===== src/rtl/indirect_addr_pkg.sv =====
// Constants, types and decode helpers of the indirect address unit
package indirect_addr_pkg;

    // ------------------------------------------------------------------
    // Widths
    // ------------------------------------------------------------------
    localparam int ADDR_W = 12;             // Data-memory address width
    localparam int DATA_W = 8;              // Data byte width
    localparam int HIGH_W = ADDR_W - DATA_W; // Bits held by a pointer high byte
    localparam int NUM_PTR = 3;             // Number of data pointers

    // ------------------------------------------------------------------
    // Layout of the pointer control page in the register file
    // ------------------------------------------------------------------
    localparam int PAGE_LSB = 6;            // Address bits above this select the page
    localparam int SEL_LSB = 4;             // Pointer select field position
    localparam int SEL_W = 2;               // Pointer select field width
    localparam int OFF_W = 4;               // Register offset field width
    localparam logic [ADDR_W-PAGE_LSB-1:0] CTRL_PAGE = 6'h3f; // Page holding pointer regs

    // Register offsets within one pointer's slot
    typedef enum logic [OFF_W-1:0] {
        OFF_INDIRECT = 4'h0,                // indirect_window
        OFF_POST_DECREMENT_WINDOW = 4'h1,                 // post_decrement_window
        OFF_POST_INCREMENT_WINDOW = 4'h2,                 // post_increment_window
        OFF_PRE_INCREMENT_WINDOW = 4'h3,                  // pre_increment_window
        OFF_INDEXED = 4'h4,                 // indexed_window
        OFF_LOW = 4'h5,                     // data_pointer_low_byte
        OFF_HIGH = 4'h6                     // data_pointer_high_byte
    } reg_off_t;

    // How the pointer is used and modified by one access
    typedef enum logic [2:0] {
        MODE_PLAIN = 3'h0,
        MODE_POST_DECREMENT_WINDOW = 3'h1,
        MODE_POST_INCREMENT_WINDOW = 3'h2,
        MODE_PRE_INCREMENT_WINDOW = 3'h3,
        MODE_INDEXED = 3'h4
    } ptr_mode_t;

    // ------------------------------------------------------------------
    // Values
    // ------------------------------------------------------------------
    localparam logic [ADDR_W-1:0] PTR_RESET = 12'h000;   // Pointer value after reset
    localparam logic [ADDR_W-1:0] PTR_STEP = 12'h001;    // Increment or decrement step
    localparam logic [DATA_W-1:0] ZERO_READ = 8'h00;     // Data of a self-referencing read
    localparam logic [DATA_W-HIGH_W-1:0] HIGH_PAD = 4'h0; // Unimplemented high-byte bits

    // ------------------------------------------------------------------
    // Decode helpers
    // ------------------------------------------------------------------
    // True when the address falls on a pointer slot that exists
    function automatic logic ctrl_hit(input logic [ADDR_W-1:0] addr);
        ctrl_hit = (addr[ADDR_W-1:PAGE_LSB] == CTRL_PAGE) &&
                   (int'(addr[SEL_LSB+SEL_W-1:SEL_LSB]) < NUM_PTR);
    endfunction

    // Pointer number addressed
    function automatic logic [SEL_W-1:0] ctrl_sel(input logic [ADDR_W-1:0] addr);
        ctrl_sel = addr[SEL_LSB+SEL_W-1:SEL_LSB];
    endfunction

    // Register offset within the pointer slot
    function automatic logic [OFF_W-1:0] ctrl_off(input logic [ADDR_W-1:0] addr);
        ctrl_off = addr[OFF_W-1:0];
    endfunction

endpackage


===== src/rtl/pointer_math_if.sv =====
// Carrier between the address unit and its pointer arithmetic
`timescale 1ns/1ps
interface pointer_math_if;
    import indirect_addr_pkg::*;

    logic [ADDR_W-1:0] ptr_cur;      // Pointer value before the access
    ptr_mode_t mode;                 // Access mode picked by the window address
    logic [DATA_W-1:0] offset;       // Signed working register value
    logic [ADDR_W-1:0] access_addr;  // Address actually used for the access
    logic [ADDR_W-1:0] ptr_next;     // Pointer value after the access
    logic ptr_changes;               // Pointer must be rewritten

    modport unit (
        output ptr_cur,
        output mode,
        output offset,
        input access_addr,
        input ptr_next,
        input ptr_changes
    );

    modport math (
        input ptr_cur,
        input mode,
        input offset,
        output access_addr,
        output ptr_next,
        output ptr_changes
    );
endinterface


===== src/rtl/pointer_math.sv =====
// Pointer arithmetic: access address and modified pointer for one access
`timescale 1ns/1ps
module pointer_math
    import indirect_addr_pkg::*;
(
    // Operands and results
    pointer_math_if.math pm
);

    // ------------------------------------------------------------------
    // Arithmetic
    // ------------------------------------------------------------------
    logic [ADDR_W-1:0] ptr_inc;      // Pointer plus one, full width
    logic [ADDR_W-1:0] ptr_dec;      // Pointer minus one, full width
    logic [ADDR_W-1:0] offset_ext;   // Working register sign-extended
    logic [ADDR_W-1:0] ptr_indexed;  // Pointer plus signed offset

    // Full-width sums carry across bytes and wrap
    assign ptr_inc = pm.ptr_cur + PTR_STEP; // see R12
    assign ptr_dec = pm.ptr_cur - PTR_STEP; // see R12
    assign offset_ext = {{HIGH_W{pm.offset[DATA_W-1]}}, pm.offset};
    assign ptr_indexed = pm.ptr_cur + offset_ext; // see R10

    // ------------------------------------------------------------------
    // Mode selection
    // ------------------------------------------------------------------
    // Picks the address used now and the value left in the pointer
    always_comb begin
        pm.access_addr = pm.ptr_cur;
        pm.ptr_next = pm.ptr_cur;
        pm.ptr_changes = 1'b0;
        unique case (pm.mode)
            // Pointer left alone
            MODE_PLAIN: begin
                pm.access_addr = pm.ptr_cur;
            end
            // Use then step down
            MODE_POST_DECREMENT_WINDOW: begin
                pm.access_addr = pm.ptr_cur;
                pm.ptr_next = ptr_dec;
                pm.ptr_changes = 1'b1;
            end
            // Use then step up
            MODE_POST_INCREMENT_WINDOW: begin
                pm.access_addr = pm.ptr_cur;
                pm.ptr_next = ptr_inc;
                pm.ptr_changes = 1'b1;
            end
            // Step up then use
            MODE_PRE_INCREMENT_WINDOW: begin
                pm.access_addr = ptr_inc;
                pm.ptr_next = ptr_inc;
                pm.ptr_changes = 1'b1;
            end
            // Offset by working register, nothing modified
            MODE_INDEXED: begin
                pm.access_addr = ptr_indexed;
            end
            // Codes 5 to 7 never issued by the unit
            default: begin
                pm.access_addr = pm.ptr_cur;
            end
        endcase
    end

endmodule


===== src/rtl/indirect_data_address_unit.sv =====
// Indirect data-memory address unit with three auto-modifying data pointers
//
// Operation
// Three 12-bit pointers, high and low byte
// Window operand accesses location the pointer holds
// Pointer supplies address; windows store nothing
// Window read via pointer returns zero, sets zero
// Window write via pointer is no-op, flags kept
// Plain window leaves pointer unchanged
// Post-decrement uses pointer, then subtracts one
// Post-increment uses pointer, then adds one
// Pre-increment adds one, then uses pointer
// Indexed adds signed working register, modifies nothing
// Pointer stepping never touches status flags
// Stepping acts on all 12 bits
// Written pointer byte beats auto step
// Decoder may use windows as any operand
// Pointer arithmetic wraps modulo 4096, offset sign-extended
// Upper four high-byte bits unimplemented, read zero
`timescale 1ns/1ps
module indirect_data_address_unit
    import indirect_addr_pkg::*;
#(
    parameter int PTR_COUNT = NUM_PTR      // Number of pointers built
)(
    // Clock and reset
    input wire logic clk_in,
    input wire logic srst_in,

    // Operand request from the execution unit
    input wire logic op_valid_in,
    input wire logic [ADDR_W-1:0] op_addr_in,
    input wire logic op_write_in,
    input wire logic [DATA_W-1:0] op_wdata_in,
    input wire logic [DATA_W-1:0] working_reg_in,

    // Data memory port
    output logic [ADDR_W-1:0] mem_addr_out,
    output logic mem_rd_out,
    output logic mem_wr_out,
    output logic [DATA_W-1:0] mem_wdata_out,
    input wire logic [DATA_W-1:0] mem_rdata_in,

    // Result to the execution unit
    output logic rd_valid_out,
    output logic [DATA_W-1:0] rd_data_out,
    output logic zero_set_out,
    output logic flags_keep_out
);

    // ------------------------------------------------------------------
    // Elaboration checks
    // ------------------------------------------------------------------
    // Decode serves exactly three pointers
    if (PTR_COUNT != NUM_PTR) begin : g_bad_count
        $error("PTR_COUNT must equal the decoded pointer count");
    end

    // ------------------------------------------------------------------
    // Pointer storage
    // ------------------------------------------------------------------
    logic [ADDR_W-1:0] data_pointer_reg [PTR_COUNT]; // Pointers, 12 bits each

    // ------------------------------------------------------------------
    // Operand decode
    // ------------------------------------------------------------------
    logic op_is_ctrl;                // Operand hits a pointer slot
    logic [SEL_W-1:0] op_sel;        // Pointer named by the operand
    logic [OFF_W-1:0] op_off;        // Offset within that slot
    logic op_is_window;              // Operand is one of the five windows
    logic [SEL_W-1:0] op_sel_safe;   // Select clamped to an existing pointer
    ptr_mode_t op_mode;              // Mode derived from the window offset

    assign op_is_ctrl = ctrl_hit(op_addr_in);
    assign op_sel = ctrl_sel(op_addr_in);
    assign op_off = ctrl_off(op_addr_in);
    assign op_is_window = op_is_ctrl && (op_off <= OFF_INDEXED); // see R2
    assign op_sel_safe = op_is_ctrl ? op_sel : '0;

    // Window offset picks how the pointer is used
    always_comb begin
        unique case (op_off)
            OFF_POST_DECREMENT_WINDOW: op_mode = MODE_POST_DECREMENT_WINDOW;
            OFF_POST_INCREMENT_WINDOW: op_mode = MODE_POST_INCREMENT_WINDOW;
            OFF_PRE_INCREMENT_WINDOW: op_mode = MODE_PRE_INCREMENT_WINDOW;
            OFF_INDEXED: op_mode = MODE_INDEXED;
            // Plain window and any non-window offset
            default: op_mode = MODE_PLAIN;
        endcase
    end

    // ------------------------------------------------------------------
    // Pointer arithmetic
    // ------------------------------------------------------------------
    pointer_math_if pm_bus ();

    assign pm_bus.ptr_cur = data_pointer_reg[op_sel_safe];
    assign pm_bus.mode = op_mode;
    assign pm_bus.offset = working_reg_in; // Read only, never written back

    pointer_math math_inst (
        .pm (pm_bus.math)
    );

    // ------------------------------------------------------------------
    // Target decode
    // ------------------------------------------------------------------
    logic [ADDR_W-1:0] target_addr;  // Address the access finally reaches
    logic tgt_is_ctrl;               // Target hits a pointer slot
    logic [SEL_W-1:0] tgt_sel;       // Pointer named by the target
    logic [SEL_W-1:0] tgt_sel_safe;  // Target select clamped
    logic [OFF_W-1:0] tgt_off;       // Target offset within slot
    logic tgt_is_window;             // Indirect access lands on a window
    logic tgt_is_low;                // Target is a pointer low byte
    logic tgt_is_high;               // Target is a pointer high byte
    logic [ADDR_W-1:0] tgt_ptr;      // Pointer value named by the target

    // Windows carry no storage; the pointer supplies the address
    assign target_addr = op_is_window ? pm_bus.access_addr : op_addr_in;
    assign tgt_is_ctrl = ctrl_hit(target_addr);
    assign tgt_sel = ctrl_sel(target_addr);
    assign tgt_sel_safe = tgt_is_ctrl ? tgt_sel : '0;
    assign tgt_off = ctrl_off(target_addr);
    assign tgt_is_window = op_is_window && tgt_is_ctrl && (tgt_off <= OFF_INDEXED);
    assign tgt_is_low = tgt_is_ctrl && (tgt_off == OFF_LOW);
    assign tgt_is_high = tgt_is_ctrl && (tgt_off == OFF_HIGH);
    assign tgt_ptr = data_pointer_reg[tgt_sel_safe];

    // ------------------------------------------------------------------
    // Pointer update, one process per pointer
    // ------------------------------------------------------------------
    generate
        for (genvar n = 0; n < PTR_COUNT; n++) begin : g_ptr
            logic byte_write;        // This pointer's byte is written now
            logic step_here;         // This pointer is auto-modified now

            assign byte_write = op_valid_in && op_write_in &&
                                (tgt_is_low || tgt_is_high) &&
                                (int'(tgt_sel_safe) == n);
            assign step_here = op_valid_in && op_is_window &&
                               (int'(op_sel_safe) == n) && pm_bus.ptr_changes;

            // Written data wins over any step of the same pointer
            always_ff @(posedge clk_in) begin
                if (srst_in) begin
                    data_pointer_reg[n] <= PTR_RESET;
                end else if (byte_write) begin

                    if (tgt_is_low) begin
                        data_pointer_reg[n][DATA_W-1:0] <= op_wdata_in;
                    end else begin
                        // Only four high bits stored
                        data_pointer_reg[n][ADDR_W-1:DATA_W] <= op_wdata_in[HIGH_W-1:0];
                    end
                end else if (step_here) begin
                    // No flag path exists from the step, see R11
                    data_pointer_reg[n] <= pm_bus.ptr_next;
                end
            end
        end
    endgenerate

    // ------------------------------------------------------------------
    // Stage 1: memory request and internal result
    // ------------------------------------------------------------------
    logic [ADDR_W-1:0] mem_addr_reg;   // Address to data memory
    logic mem_rd_reg;                  // Memory read strobe
    logic mem_wr_reg;                  // Memory write strobe
    logic [DATA_W-1:0] mem_wdata_reg;  // Memory write data
    logic rd_pend_reg;                 // A read result is due next cycle
    logic rd_from_mem_reg;             // Result comes from memory
    logic [DATA_W-1:0] int_data_reg;   // Result served inside the unit
    logic zero_pend_reg;               // Self-referencing read pending
    logic keep_pend_reg;               // Self-referencing write pending
    logic [DATA_W-1:0] ptr_byte_rd;    // Pointer byte as read back
    logic internal_tgt;                // Access does not reach memory

    // High byte reads with unimplemented bits as zero
    assign ptr_byte_rd = tgt_is_high ? {HIGH_PAD, tgt_ptr[ADDR_W-1:DATA_W]}
                                     : tgt_ptr[DATA_W-1:0];
    assign internal_tgt = tgt_is_window || tgt_is_low || tgt_is_high;

    // Memory strobes, suppressed for targets the unit serves itself
    always_ff @(posedge clk_in) begin
        if (srst_in) begin
            mem_addr_reg <= PTR_RESET;
            mem_rd_reg <= 1'b0;
            mem_wr_reg <= 1'b0;
            mem_wdata_reg <= ZERO_READ;
        end else begin
            mem_rd_reg <= op_valid_in && !op_write_in && !internal_tgt;
            // Write onto a window is a no-op
            mem_wr_reg <= op_valid_in && op_write_in && !internal_tgt;
            if (op_valid_in) begin
                mem_addr_reg <= target_addr; // see R2
                mem_wdata_reg <= op_wdata_in;
            end
        end
    end

    // Read bookkeeping and the internally served data
    always_ff @(posedge clk_in) begin
        if (srst_in) begin
            rd_pend_reg <= 1'b0;
            rd_from_mem_reg <= 1'b0;
            int_data_reg <= ZERO_READ;
            zero_pend_reg <= 1'b0;
            keep_pend_reg <= 1'b0;
        end else begin
            rd_pend_reg <= op_valid_in && !op_write_in;
            rd_from_mem_reg <= !internal_tgt;
            // Window read back gives zero and raises zero flag
            zero_pend_reg <= op_valid_in && !op_write_in && tgt_is_window;
            // Window write keeps every status flag
            keep_pend_reg <= op_valid_in && op_write_in && tgt_is_window;
            if (op_valid_in) begin
                int_data_reg <= tgt_is_window ? ZERO_READ : ptr_byte_rd;
            end
        end
    end

    // ------------------------------------------------------------------
    // Stage 2: result to the execution unit
    // ------------------------------------------------------------------
    logic rd_valid_reg;              // Result valid pulse
    logic [DATA_W-1:0] rd_data_reg;  // Result data
    logic zero_set_reg;              // Force zero flag pulse
    logic flags_keep_reg;            // Leave flags pulse

    // Memory data is captured in the cycle its strobe stands
    always_ff @(posedge clk_in) begin
        if (srst_in) begin
            rd_valid_reg <= 1'b0;
            rd_data_reg <= ZERO_READ;
            zero_set_reg <= 1'b0;
            flags_keep_reg <= 1'b0;
        end else begin
            rd_valid_reg <= rd_pend_reg;
            zero_set_reg <= zero_pend_reg;
            flags_keep_reg <= keep_pend_reg;
            if (rd_pend_reg) begin
                rd_data_reg <= rd_from_mem_reg ? mem_rdata_in : int_data_reg;
            end
        end
    end

    // ------------------------------------------------------------------
    // Outputs
    // ------------------------------------------------------------------
    assign mem_addr_out = mem_addr_reg;
    assign mem_rd_out = mem_rd_reg;
    assign mem_wr_out = mem_wr_reg;
    assign mem_wdata_out = mem_wdata_reg;
    assign rd_valid_out = rd_valid_reg;
    assign rd_data_out = rd_data_reg;
    assign zero_set_out = zero_set_reg;
    assign flags_keep_out = flags_keep_reg;

endmodule


===== config.mk =====
export PLATFORM = sky130hd
export DESIGN_NAME = indirect_data_address_unit
export DESIGN_NICKNAME = d
export VERILOG_FILES = /design/src/rtl/indirect_addr_pkg.sv /design/src/rtl/pointer_math_if.sv /design/src/rtl/pointer_math.sv /design/src/rtl/indirect_data_address_unit.sv
export SDC_FILE = /design/constraint.sdc
export NUM_CORES = 1
export LEC_CHECK = 0
export BUFFER_PORTS_ARGS = -buffer_cell sky130_fd_sc_hd__buf_2
export CAP_MARGIN = 40
export CORE_MARGIN = 2
export CORE_UTILIZATION = 50
export CTS_CLUSTER_SIZE = 16
export DETAILED_ROUTE_END_ITERATION = 8
export GPL_TIMING_DRIVEN = 0
export PLACE_DENSITY_LB_ADDON = 0.12
export SLEW_MARGIN = 40
export SYNTH_ARGS = -nofsm -noshare
export SYNTH_HDL_FRONTEND = slang
export SYNTH_HIERARCHICAL = 1
export SYNTH_SLANG_ARGS = --single-unit

===== constraint.sdc =====
create_clock -name clk_in -period 9.5 [get_ports clk_in]
set_input_delay 1.9 -clock clk_in [delete_from_list [all_inputs] [get_ports clk_in]]
set_output_delay 1.9 -clock clk_in [all_outputs]
set_load 0.03 [all_outputs]

# Word level (Yosys, flattened, before mapping)
# Memories as Yosys holds them, arrays and structs flattened.
# Index checks and enable logic that the tools add are counted.
[word_totals]
reg_bits = 45
ramBits = 36
in_bits = 40
output_inout_bits = 33
word_cells = 138
mem_count = 1
[classes]
add_sub_neg = 3
n_lt_le_gt_ge = 4
eq_ne = 16
mux = 56
n_bitwise = 12
reduce_logical = 33
[mem_list]
columns = ["name", "depth", "word_bits", "rd", "rd_ports_with_merged_regs", "write_ports", "line_no", "rtl"]
rows = [
  ["data_pointer_reg", 3, 12, 2, 0, 3, "indirect_data_address_unit.sv:62", "logic [ADDR_W-1:0] data_pointer_reg [PTR_COUNT];"],
]
[op_table]
columns = ["cell", "n"]
rows = [
  ["2-to-1 mux 8 bit", 9],
  ["case mux 12 bit (2 select lines)", 2],
  ["2-to-1 mux 1 bit", 35],
  ["logical AND 1 bit", 24],
  ["2-to-1 mux 4 bit", 6],
  ["adder 12 x 1 -> 12 bit, second input constant", 1],
  ["adder 12 bit", 1],
  ["equality test 4 x 3 -> 1 bit, second input constant", 3],
  ["equality test 6 bit, second input constant", 2],
  ["2-to-1 mux 12 bit", 1],
  ["OR 1 bit", 12],
  ["case mux 3 bit (4 select lines)", 1],
  ["subtractor 12 x 1 -> 12 bit, second input constant", 1],
  ["equality test 2 bit, second input constant", 4],
  ["equality test 4 x 2 -> 1 bit, second input constant", 2],
  ["<= comparator 4 x 3 -> 1 bit, second input constant", 2],
  ["equality test 3 x 2 -> 1 bit, second input constant", 2],
  ["equality test 4 x 1 -> 1 bit, second input constant", 1],
  ["logical NOT 2 bit", 2],
  ["less-than comparator 2 bit, second input constant", 2],
  ["2-to-1 mux 2 bit", 2],
  ["equality test 3 x 1 -> 1 bit, second input constant", 1],
  ["equality test 3 bit, second input constant", 1],
  ["logical OR 1 bit", 3],
  ["other kinds (3)", 4],
]

# Depth between registers and ports, before layout
# An unclocked memory read counts as a cell.
[depth]
ltp_word = 18
ltp_mapped = 24
ltp_nobuf = 21

# Modules after synthesis
# The synthesis kept the hierarchy.
[by_module_without_submodules]
columns = ["mod", "instances", "cells_per_inst", "area_per_inst_um2", "seq_area_each_um2"]
rows = [
  ["indirect_data_address_unit", 1, 454, 4161.5, 1981.9],
  ["pointer_math", 1, 206, 1341.3, 0.0],
]

# Worst setup path after synthesis
# No wires, ideal clock.
[synth_timing]
kind = "in2reg"
start = "in op_addr_in[7]"
end = "mem data_pointer_reg[1][0] (enable)"
setup_ps = 384
arrival_ps = 6948
t_required_ps = 9116
path_slack_ps = 2168
path_stages = 20
n_path_buf = 2
path_cell_list = "and4_1 -> nand2_1 -> nor3b_1 -> clkbuf_1 -> a22oi_1 -> nand2_1 -> inv_1 -> fa_1 -> nor2b_1 -> o31a_1 -> o31ai_1 -> or4b_2 -> nand3_1 -> nand4_1 -> a22oi_1 -> o2111ai_1 -> a211oi_4 -> nand4_2 -> clkbuf_1 -> o21ai_0"
[synth_rtl]
columns = ["item", "line_no", "rtl"]
rows = [
  ["start: declaration", "indirect_data_address_unit.sv:32", "input wire logic [ADDR_W-1:0] op_addr_in,"],
  ["end: declaration", "indirect_data_address_unit.sv:62", ""],
]

==> qor.yml <==
global_route:
  grt_remaining_overflow: 0
  grt_max_degree: 15
  antenna_found_initial: 0
  gr-usage-all-layers_pct: 30.3
  first_global_vias: 5151
  grt_first_pass_wirelength_mm: 27.2
sta:
  max_slew_margin_pct: 38.7
  fin_setup_tns_ns: 0
  fmax_ghz: 0.119
  drv_slew: 0
  clock_skew_ns: 0.0127
  fin_crit_sh_pct: 88.2
  rsz0062_at_grt: "no"
  finalSetupViolations: 0
  hold_slack_ns: 0.455
  period_minus_slack_ns: 8.38
  worst_pin_slew_ns: 0.916
  final-hold-violation-count: 0
synthesis:
  synth_warnings: 6
  syn-num-nets: 714
  synth_top_area_share_pct: 19.6
  yosys.area_share.adder_pct: 3.32
  ys_seq_area_share_pct: 36.0
  ys.flop_type: "dfxtp_1"
  synth.most_common_cell: "nand2_1"
  synth-seq-cells: 81
  post_synth_and_or_nand_nor_area_fraction_pct: 22.9
  yosys.area_share.xor_xnor_pct: 2.55
  ys_async_sr_fraction_pct: 0
  synth_mux_area_share_pct: 3.82
  yosys.area.top_type: "edfxtp_1"
  synth_area_sq_um: 5500
  synth_compound_area_share_pct: 27.0
  ys_types: 69
  syn_inst: 660
  syn_avg_cell_area_sq_um: 8.34
  ys_top_cells_by_area: "edfxtp_1 (20%), dfxtp_1 (16%), nand2_1 (5.0%)"
  synthTopCellsByCount: "nand2_1 (74), nor2_1 (55), o21ai_0 (51)"
  synth_edf_count: 36
  synth_top_family_by_area: "compound AO/OA/AOI/OAI gates"
die:
  rows: 38
  dieArea_sq_um: 11900
  initial_core_util_pct: 51.0
  coreArea_sq_um: 10800
  fp.dieW_um: 109
  pin_count: 73
  fp.dieH_um: 109
power:
  power.density_nw_per_um2: 122
  vdd_drop_max_mv: 0.0937
  p_leak_nw: 2.44
place:
  routabilityCongestion: 1.00
  io_buffers: 71
  dp_hpwl_mm: 13.5
final_layout:
  layout-drive-gt1-share_pct: 14.7
  fillers: 1003
  antenna_cells: 0
  nets: 797
  syn_to_final_growth_pct: 13.3
  largest_register_ff_count: 36
run:
  drv_cap: 0
clock_network:
  clock_sink_count: 81
  cts_inserted_buffers: 9
  cts_root_buf: "clkbuf_8"
  path_clk_slew_ns: 0.08
  hold_buffers: 0
  cts_resized: 0
  cts_tree: "yes"
  clockBufferDepth: 2
  htreeDepth: 3
  clk_latency_ns: 0.37
  cts_setup_buffers: 0
detailed_routing:
  totalWireLength_mm: 17.8
  vias_per_cell: 6.49
  route.detailed.drc: 0
  num_vias: 5762
  detail_route.first_pass.iterations: 5
  detail-route-antenna-nets: 0
  wl_per_cell_um: 20.1
  drt-initial-drc-count: 709
worst_setup_path:
  reg2reg_setup_slack_ns: 3.66
  r2r_cells: 17
  r2r-end: "data_pointer_reg[1][8]$_DFFE_PP_"
  crit_path_max_fanout: 10
  required_ns: 9.50
  critPathLaunchType: "input port"
  endpoint_kind: "flip-flop"
  r2r_start: "data_pointer_reg[1][0]$_DFFE_PP_"
  arrival_ns: 8.38
  path_class: "input port to flip-flop"
run_status:
  status: "completed"
min_path:
  whs_endpoint: "zero_set_out$_SDFF_PP0_"
  worstHoldPathCells: 1
  worstHoldPathType: "flip-flop to flip-flop"
  min-delay-start: "zero_pend_reg$_SDFF_PP0_"
[metal layers]
metal  track usage [%]  wire length (um)  up-vias
met5                 0                 0        -
met4              14.2               772        0
met3              5.92              1990       55
met2              47.2              7910      369
met1              40.6              7150     2674
li1                  -                 -     2664
[how the worst max path moves through the flow]
stage / start / endpoint / slack [ns] / depth (start not counted)
floorplan: op_addr_in[7] / data_pointer_reg[1][0]$_DFFE_PP_ / 2.17 / 20
global placement: op_addr_in[6] / data_pointer_reg[1][1]$_DFFE_PP_ / 0.19 / 21
detailed placement: op_addr_in[6] / data_pointer_reg[0][1]$_DFFE_PP_ / 0.61 / 23
CTS: op_addr_in[6] / data_pointer_reg[0][4]$_DFFE_PP_ / 0.97 / 23
global route: op_addr_in[6] / data_pointer_reg[0][4]$_DFFE_PP_ / 0.71 / 23
finish: op_addr_in[6] / data_pointer_reg[1][8]$_DFFE_PP_ / 1.12 / 21
[per-stage QoR]
stage | cells | utilization, % | total power [W] | worst slack [ns] | area, sq um
floorplan | 660 | - | 0.000481 | 2.17 | 5500
global placement | 871 | 55.9 | 0.000525 | 0.193 | 6030
detailed placement | 872 | 56.1 | 0.000529 | 0.612 | 6050
CTS | 888 | 57.7 | 0.000758 | 0.968 | 6220
global route | 888 | 57.7 | 0.000787 | 0.708 | 6230
finish | 888 | 57.7 | 0.000759 | 1.12 | 6230
[placed cells by master, fill, tap and decap left out, drive strengths merged, types with 3 or more instances in the layout]
cell,netlist,final
buf,7,79
nand2,74,74
o21ai,66,66
nor2,55,55
clkbuf,37,48
dfxtp,45,45
edfxtp,36,36
nand3,32,32
a21oi,27,27
o211ai,25,25
mux2i,21,21
a211oi,21,21
a22oi,18,18
inv,15,17
nand2b,14,14
nand4,14,14
ha,13,13
and2,10,10
nor3,9,9
xor2,9,9
a22o,8,8
xnor2,7,7
or3,7,7
a31oi,6,6
nor2b,6,6
o22a,6,6
a21o,6,6
and4,5,5
o22ai,5,5
o221ai,5,5
a311oi,5,5
nor3b,5,5
and3,4,4
a221o,4,4
clkinv,0,3
or2,3,3
or4,3,3
[where the power goes]
part / switching [W] / internal, W / total (W)
clock: 0.000132 / 0.000102 / 0.000234
sequential: 0.00000717 / 0.000377 / 0.000384
combinational: 0.0000942 / 0.0000466 / 0.000141
[cell families (layout without fill, tap and decap cells)]
kind of cell	after synthesis	in the layout
adders and majority gates	14	14
xor gates and xnor gates	16	16
and+or+nand+nor	249	249
DFF	81	81
muxes	21	21
buffers and inverters	59	147
AOI/OAI and AO/OA	220	220
[final cells by class]
type / count / area (sq um) / area share, %
inverters: 15 / 56.3 / 0.903
plain buffers: 44 / 184 / 2.95
multi-input cells: 520 / 3300 / 53.0
well taps: 140 / 175 / 2.81
flip-flops and latches: 81 / 1980 / 31.8
clock buffers: 11 / 141 / 2.27
clock inverters: 5 / 30.0 / 0.482
repair buffers: 72 / 360 / 5.78
[critical path, stage by stage]
cell and delay, ns:
buf_2 0.13, and4_1 0.25, nand2_1 0.11, nor3b_2 0.42
clkbuf_1 0.50, a22oi_1 0.18, nand2_1 0.30, inv_1 0.19
fa_1 0.49, nor2b_1 0.16, o31a_1 0.21, o31ai_1 0.13
or4b_2 0.63, nand3_1 0.19, nand4_1 0.11, a22oi_1 0.25
o2111ai_1 0.22, a211oi_4 0.51, nand4_2 0.42, clkbuf_1 0.38
o21ai_0 0.67
Note: power is estimated with default switching activity, not from simulation.
